<file path="src/sideband_pkg.sv">
package sideband_pkg;
    // synchroniser depth for asynchronous pins
    localparam int SyncStages = 2;
    // number of local interrupt pins
    localparam int IrqPins = 2;
    // pin index of the maskable / nonmaskable fallback
    localparam int MaskablePin = 0;
    localparam int NmiPin = 1;

    // synchronised asynchronous inputs, active high internally
    typedef struct packed {
        logic skipFpFault;
        logic softInit;
        logic [1:0] localIrq;
    } sync_in_t;

    // interrupt requests presented to the core
    typedef struct packed {
        logic maskableIrq;
        logic nmiIrq;
        logic [1:0] localIrqReq;
    } irq_out_t;

    // lock sequencer states
    typedef enum logic [1:0] {
        LockIdle,
        LockHeld
    } lock_state_t;
endpackage

</file>
<file path="src/sync_two_stage.sv">
`timescale 1ns/1ps
// ----------------------------------------------------------------------------
// two-flop synchroniser, first stage read only by the second
// ----------------------------------------------------------------------------
module sync_two_stage #(
    parameter int Width = 1,
    parameter logic [Width-1:0] ResetVal = '0
) (
    // clock and reset
    input wire logic clk,
    input wire logic rst,
    // asynchronous in, synchronised out
    input wire logic [Width-1:0] asyncIn,
    output logic [Width-1:0] syncOut
);
    logic [Width-1:0] meta_q; // first stage, may go metastable

    // both stages reset to the idle level
    always_ff @(posedge clk) begin
        if (rst) begin
            meta_q <= ResetVal;
            syncOut <= ResetVal;
        end else begin
            meta_q <= asyncIn;
            syncOut <= meta_q;
        end
    end
endmodule

</file>
<file path="src/error_init_lock_sideband.sv">
`timescale 1ns/1ps
// Functional notes
// - assert internal fault output on detected error
// - issue halt transaction with internal fault
// - fault latched until reset, bus reinit, init
// - skip pin active: ignore pending fp error
// - skip pin inactive: fault on prior fp error
// - skip pin ignored when native enable set
// - soft init clears integer regs, keeps cache/fp
// - soft init restarts at configured reset vector
// - snoops serviced while soft init held
// - soft init at reset release runs self-test
// - controller off: pin0 maskable, pin1 nonmaskable
// - local irq pins sampled asynchronously
// - local irq controller enabled after reset
// - lock held first through last locked transaction
module error_init_lock_sideband
    import sideband_pkg::*;
(
    // clock and reset
    input wire logic clk,
    input wire logic rst,
    // asynchronous pins, active low where named _n
    input wire logic skip_fp_fault_n,
    input wire logic softInitN,
    input wire logic [IrqPins-1:0] local_irq_pins,
    input wire logic bus_reinit_n,
    // core side status and events
    input wire logic internalErrorEvt,
    input wire logic fpErrorPending,
    input wire logic fpNonControlOp,
    input wire logic native_fp_fault_enable,
    input wire logic irqCtrlWrite,
    input wire logic irqCtrlEnableIn,
    input wire logic snoopReq,
    input wire logic lockedSeqStart,
    input wire logic lockedSeqEnd,
    // fault and halt outputs
    output logic internal_fault_n,
    output logic halt_transaction,
    // execution control outputs
    output logic fpExceptionReq,
    output logic intRegClear,
    output logic resetVectorJump,
    output logic builtin_self_test,
    output logic snoopAck,
    // interrupt outputs
    output logic local_irq_controller,
    output logic maskable_irq,
    output logic nmiReq,
    output logic [IrqPins-1:0] localIrqReq,
    // bus lock, active low
    output logic busLockN
);
    sync_in_t syncIn; // synchronised pins, active high
    logic reinitMeta_q; // bus reinit first stage
    logic reinit_q; // bus reinit synchronised, active high
    logic softInitPrev_q; // for soft init edge
    logic rstPrev_q; // reset seen last cycle
    logic softInitEdge; // soft init newly asserted
    logic strapMeta_q; // self-test strap first stage, not reset
    logic strapSync_q; // self-test strap synchronised, active high
    lock_state_t lockState_q;

    // ------------------------------------------------------------------------
    // synchronisers
    // ------------------------------------------------------------------------
    // skip, soft init and local irq pins go through the shared two-flop cell
    sync_two_stage #(
        .Width($bits(sync_in_t)),
        .ResetVal('0)
    ) u_sync (
        .clk(clk),
        .rst(rst),
        .asyncIn({~skip_fp_fault_n, ~softInitN, local_irq_pins}),
        .syncOut(syncIn)
    );

    // bus reinit is a bus-clock signal but crosses from the pad anyway
    always_ff @(posedge clk) begin
        if (rst) begin
            reinitMeta_q <= 1'b0;
            reinit_q <= 1'b0;
        end else begin
            reinitMeta_q <= ~bus_reinit_n;
            reinit_q <= reinitMeta_q;
        end
    end

    // edge detection only looks at synchronised levels
    always_ff @(posedge clk) begin
        if (rst) begin
            softInitPrev_q <= 1'b0;
            rstPrev_q <= 1'b1;
        end else begin
            softInitPrev_q <= syncIn.softInit;
            rstPrev_q <= 1'b0;
        end
    end
    assign softInitEdge = syncIn.softInit & ~softInitPrev_q;

    // strap synchroniser keeps running through reset so the level at release is known;
    // the shared cell is held in reset and would always report idle at that edge
    always_ff @(posedge clk) begin
        strapMeta_q <= ~softInitN;
        strapSync_q <= strapMeta_q;
    end

    // ------------------------------------------------------------------------
    // internal fault latch and halt transaction
    // ------------------------------------------------------------------------
    // fault sets on error and stays until reset, reinit or soft init
    always_ff @(posedge clk) begin
        if (rst) begin
            internal_fault_n <= 1'b1;
        end else if (internalErrorEvt) begin
            internal_fault_n <= 1'b0; // set wins over clear
        end else if (reinit_q || syncIn.softInit) begin
            internal_fault_n <= 1'b1;
        end
    end

    // one-cycle halt request on the first cycle of a new fault
    always_ff @(posedge clk) begin
        if (rst) begin
            halt_transaction <= 1'b0;
        end else begin
            halt_transaction <= internalErrorEvt & internal_fault_n;
        end
    end

    a_fault_sets: assert property (@(posedge clk) disable iff (rst)
        internalErrorEvt |=> !internal_fault_n) else $error("fault not latched");
    a_fault_holds: assert property (@(posedge clk) disable iff (rst)
        (!internal_fault_n && !reinit_q && !syncIn.softInit) |=> !internal_fault_n)
        else $error("fault dropped early");
    a_halt_pairs: assert property (@(posedge clk) disable iff (rst)
        halt_transaction |-> !internal_fault_n) else $error("halt without fault");

    // ------------------------------------------------------------------------
    // numeric error handling
    // ------------------------------------------------------------------------
    // native enable overrides the skip pin entirely
    always_ff @(posedge clk) begin
        if (rst) begin
            fpExceptionReq <= 1'b0;
        end else if (native_fp_fault_enable) begin
            fpExceptionReq <= fpNonControlOp & fpErrorPending;
        end else begin
            // skip pin masks the pending error else it faults
            fpExceptionReq <= fpNonControlOp & fpErrorPending & ~syncIn.skipFpFault;
        end
    end

    a_fp_skip: assert property (@(posedge clk) disable iff (rst)
        (syncIn.skipFpFault && !native_fp_fault_enable) |=> !fpExceptionReq)
        else $error("fp error not ignored");
    a_fp_fault: assert property (@(posedge clk) disable iff (rst)
        (fpNonControlOp && fpErrorPending && !syncIn.skipFpFault) |=> fpExceptionReq)
        else $error("fp error not raised");
    a_fp_native: assert property (@(posedge clk) disable iff (rst)
        (native_fp_fault_enable && fpNonControlOp && fpErrorPending) |=> fpExceptionReq)
        else $error("skip pin not overridden");

    // ------------------------------------------------------------------------
    // soft init, reset vector and self-test
    // ------------------------------------------------------------------------
    // integer clear pulses on init; cache and fp state have no clear path
    always_ff @(posedge clk) begin
        if (rst) begin
            intRegClear <= 1'b0;
            resetVectorJump <= 1'b0;
        end else begin
            intRegClear <= softInitEdge;
            resetVectorJump <= softInitPrev_q & ~syncIn.softInit;
        end
    end

    // self-test strap caught on the first cycle after reset release,
    // from the strap synchroniser that reset does not clear
    always_ff @(posedge clk) begin
        if (rst) begin
            builtin_self_test <= 1'b0;
        end else if (rstPrev_q) begin
            builtin_self_test <= strapSync_q;
        end
    end

    a_builtin_self_test_strap: assert property (@(posedge clk) disable iff (rst)
        rstPrev_q |=> (builtin_self_test == $past(strapSync_q))) else $error("self-test strap missed");

    // snoops answered regardless of soft init
    always_ff @(posedge clk) begin
        if (rst) begin
            snoopAck <= 1'b0;
        end else begin
            snoopAck <= snoopReq;
        end
    end

    a_snoop_init: assert property (@(posedge clk) disable iff (rst)
        (snoopReq && syncIn.softInit) |=> snoopAck) else $error("snoop dropped in init");
    a_init_clear: assert property (@(posedge clk) disable iff (rst)
        (syncIn.softInit && !softInitPrev_q) |=> intRegClear) else $error("no register clear");

    // ------------------------------------------------------------------------
    // local interrupt pins
    // ------------------------------------------------------------------------
    // controller enabled out of reset, software may switch it
    always_ff @(posedge clk) begin
        if (rst) begin
            local_irq_controller <= 1'b1;
        end else if (irqCtrlWrite) begin
            local_irq_controller <= irqCtrlEnableIn;
        end
    end

    // route pins by mode
    always_ff @(posedge clk) begin
        if (rst) begin
            maskable_irq <= 1'b0;
            nmiReq <= 1'b0;
            localIrqReq <= '0;
        end else if (local_irq_controller) begin
            maskable_irq <= 1'b0;
            nmiReq <= 1'b0;
            localIrqReq <= syncIn.localIrq;
        end else begin
            maskable_irq <= syncIn.localIrq[MaskablePin];
            nmiReq <= syncIn.localIrq[NmiPin];
            localIrqReq <= '0;
        end
    end

    a_irq_legacy: assert property (@(posedge clk) disable iff (rst)
        (!local_irq_controller && syncIn.localIrq[NmiPin]) |=> nmiReq)
        else $error("nmi fallback missed");

    // ------------------------------------------------------------------------
    // bus lock
    // ------------------------------------------------------------------------
    // lock held from first locked transaction to end of last
    always_ff @(posedge clk) begin
        if (rst) begin
            lockState_q <= LockIdle;
            busLockN <= 1'b1;
        end else begin
            case (lockState_q)
                LockIdle: begin
                    if (lockedSeqStart) begin
                        lockState_q <= LockHeld;
                        busLockN <= 1'b0;
                    end
                end
                LockHeld: begin
                    if (lockedSeqEnd) begin
                        lockState_q <= LockIdle;
                        busLockN <= 1'b1;
                    end
                end
                default: begin
                    lockState_q <= LockIdle;
                    busLockN <= 1'b1;
                end
            endcase
        end
    end

    a_lock_holds: assert property (@(posedge clk) disable iff (rst)
        (!busLockN && !lockedSeqEnd) |=> !busLockN) else $error("lock released early");
endmodule

</file>
<file path="config.mk">
export PLATFORM = sky130hd
export DESIGN_NAME = error_init_lock_sideband
export DESIGN_NICKNAME = d
export VERILOG_FILES = /design/src/sideband_pkg.sv /design/src/sync_two_stage.sv /design/src/error_init_lock_sideband.sv
export SDC_FILE = /design/constraint.sdc
export NUM_CORES = 1
export LEC_CHECK = 0
export BUFFER_PORTS_ARGS = -buffer_cell sky130_fd_sc_hd__buf_4
export CAP_MARGIN = 20
export CORE_MARGIN = 5
export CORE_UTILIZATION = 45
export DETAILED_ROUTE_END_ITERATION = 10
export PLACE_DENSITY = 0.73
export SLEW_MARGIN = 20
export SYNTH_ARGS = -nofsm -noshare
export SYNTH_HDL_FRONTEND = slang
export SYNTH_SLANG_ARGS = --single-unit
</file>
<file path="constraint.sdc">
create_clock -name clk -period 1 [get_ports clk]
set_input_delay 0.2 -clock clk [delete_from_list [all_inputs] [get_ports clk]]
set_output_delay 0.2 -clock clk [all_outputs]
set_load 0.05 [all_outputs]
</file>
==> run_results.csv <==
group,metric,value,unit
status,status,"finished, violations left",
status,violations,"setup timing",
global_route,grt_start_max_net_pins,27,
global_route,grt_pass1_wl,2.24,mm
yosys,yosysSeqAreaShare,0.708,
timing,finalClockSkew,0.00276,ns
drt,ant_nets,0,
yosys,syn_nets,82,
critical_path,end_kind,"output port",
critical_path,crit_buf_inv,1,
critical_path,crit_chain,"buf_8",
pwr,p_leak,0.519,nW
timing,fin_setup_tns,-0.0612,ns
placed_design,globalplace.congestion,0.597,
timing,fin_crit_sh,1.02,
yosys,syn-cell-area,792,um2
floorplanning,die_h,52.0,um
placed_design,numPortBuffers,28,
critical_path,worst_path_max_delay_cell,"dfxtp_4",
drt,vias_per_cell,4.35,
critical_path,cp_top_family,"flip-flops",
critical_path,ff2ff_path_depth,3,
timing,timing.fmax,977,MHz
floorplanning,dieWidth,52.0,um
critical_path,ff2ff_setup_slack,0.05,ns
cts,numCtsBuffers,3,
timing,tightest_slew,0.237,ns
final_layout,nFillCells,126,
job,drv_cap,0,
pwr,p_int,1.45,mW
cts,clk_latency,0.31,ns
hold_path,min_path_type,"primary input to flop",
floorplanning,fp-row-count,15,
pwr,clkPwrFrac,0.222,
floorplanning,die_area,2700,um2
drt,initialDrtViolationCount,2,
hold_path,hold_start,"skip_fp_fault_n",
cts,cts.clk_slew.worst_paths,0.13,ns
pwr,combPwrFrac,0.144,
timing,final_hold_viol_count,0,
critical_path,path_class,"flop to output port",
timing,report.final.slew_viol_count,0,
critical_path,r2r-start,"local_irq_controller",
global_route,grt_pass1_vias,552,
critical_path,critPathLaunchType,"flop",
timing,min_period,1.02,ns
critical_path,worstPathRequired,0.80,ns
placed_design,hpwlAfterDp,861,um
timing,setup_viol,7,
yosys,synth_area_per_cell,12.0,um2
cts,cts_sinks,28,
critical_path,cp_max_fo,2,
final_layout,finalNetCount,116,
final_layout,mostFrequentLayoutCells,"buf_4, dfxtp_1, nor2b_1, dfxtp_2, buf_8",
yosys,syn_inst,66,
global_route,antenna_found_initial,0,
final_layout,num_antenna_cells,0,
cts,holdBufCountCts,0,
floorplanning,ioPinCount,29,
final_layout,final_util,0.684,
final_layout,area_growth,47.6,%
pwr,p_per_area,1620,nW/um2
timing,rsz0062_at_grt,"yes",
cts,cts_tree,"done",
timing,slew_headroom,0.842,
cts,root_buffer,"clkbuf_4",
cts,cts_max_path_buffers,2,
drt,first_pass_iters,3,
final_layout,top_regs,"u_sync.meta_q: 4 flops, u_sync.syncOut: 4 flops, localIrqReq: 2 flops",
placed_design,pre_cts_ws,0.180,ns
drt,drt_wl_total,1.29,mm
final_layout,drive_above_1_share,0.480,
final_layout,layout_commonest_cell,"buf_4",
critical_path,critPathArrivalTime,0.82,ns
floorplanning,initial_core_util,0.464,
cts,cts_max_level,1,
yosys,yosysWarnings,0,
drt,drcViolationCount,0,
pwr,total_power,1.89,mW
yosys,synth.distinct_cells,16,
pwr,swShare,0.233,
yosys,synth-seq-cells,28,
floorplanning,coreArea,1710,um2
global_route,gr-usage-all-layers,0.116,
hold_path,hold-path-endpoint,"u_sync.meta_q[3]",
critical_path,reg2reg_to,"local_irq_controller",
timing,finalWorstSetupSlack,-0.0235,ns
hold_path,hold_depth,2,
global_route,grt_overflow,0,
drt,via_count,535,
pwr,seqPwrFrac,0.634,
pwr,power_switching,441,uW
critical_path,max_stage_delay,0.37,ns
pwr,ir_worst_vdd,1120,uV
drt,post_drt_wl_per_cell,10.5,um
==> worst max path at each step <==
stage / from / slack [ns] / cells past startpoint / endpoint
2_1_floorplan: internal_fault_n / 0.08 / 2 / internal_fault_n
3_3_place_gp: rst / 0.21 / 2 / local_irq_controller
3_5_place_dp: rst / 0.18 / 2 / local_irq_controller
4_1_cts: local_irq_controller / -0.04 / 1 / local_irq_controller
5_1_grt: local_irq_controller / -0.07 / 1 / local_irq_controller
6_report: local_irq_controller / -0.02 / 1 / local_irq_controller
==> cell usage after synthesis <==
cell type / number / area share
a211o_1: 1 / 0.011
inv_1: 1 / 0.0047
nand2_1: 2 / 0.0095
o21bai_1: 1 / 0.0095
nor2_1: 7 / 0.033
mux2i_1: 1 / 0.013
a211oi_1: 1 / 0.0095
nor2b_1: 12 / 0.095
dfxtp_1: 28 / 0.71
buf_4: 1 / 0.0095
buf_6: 1 / 0.014
nand2b_1: 1 / 0.0079
nor3_1: 3 / 0.019
a21oi_1: 1 / 0.0063
nor3b_1: 3 / 0.028
and3b_1: 2 / 0.022
==> power by group through the flow <==
| stage | registers [mW] | logic (mW) | clock network [mW] |
|---|---|---|---|
| 3_5_place_dp | 1.22 | 0.225 | 0 |
| 3_3_place_gp | 1.21 | 0.221 | 0 |
| 6_report | 1.20 | 0.273 | 0.420 |
| 4_1_cts | 1.20 | 0.271 | 0.431 |
| 5_1_grt | 1.20 | 0.290 | 0.489 |
| 2_1_floorplan | 1.29 | 0.0563 | 0 |
==> area by class of cell <==
type	instances	area, um2	share of cell area
sequential	28	579	0.496
tap	25	31.3	0.0268
multi-input combinational	35	209	0.179
inverter	1	3.75	0.00321
timing repair buffer	31	323	0.276
clock buffer	3	22.5	0.0193
==> routing by layer <==
layer,GRT usage,share of wire,vias up
met5,0,0,-
li1,-,-,278
met1,0.110,0.39,241
met3,0.0287,0.058,0
met2,0.222,0.55,16
met4,0.0655,0,0
==> what timing repair did <==
action,in CTS,in global routing
resized for setup,35,2
hold endpoints to repair,0,0
setup endpoints to repair,13,13
pin swaps,0,0
buffers inserted,3,0
==> stage by stage <==
step	hold slack, ns	area (um2)	cells
final	0.0219	1170	123
after global routing	0.00260	1170	123
after global placement	0.318	1020	117
after floorplan	0.228	793	66
after CTS	0.0167	1160	123
after detailed placement	0.314	1020	117
==> cell families after synthesis <==
logic type,after synthesis,synth area share
simple gates,30,0.215
flops,28,0.708
compound gates,4,0.0363
buf+inv,3,0.0284
mux,1,0.0126
No activity file was read; power rests on OpenSTA's default activity.
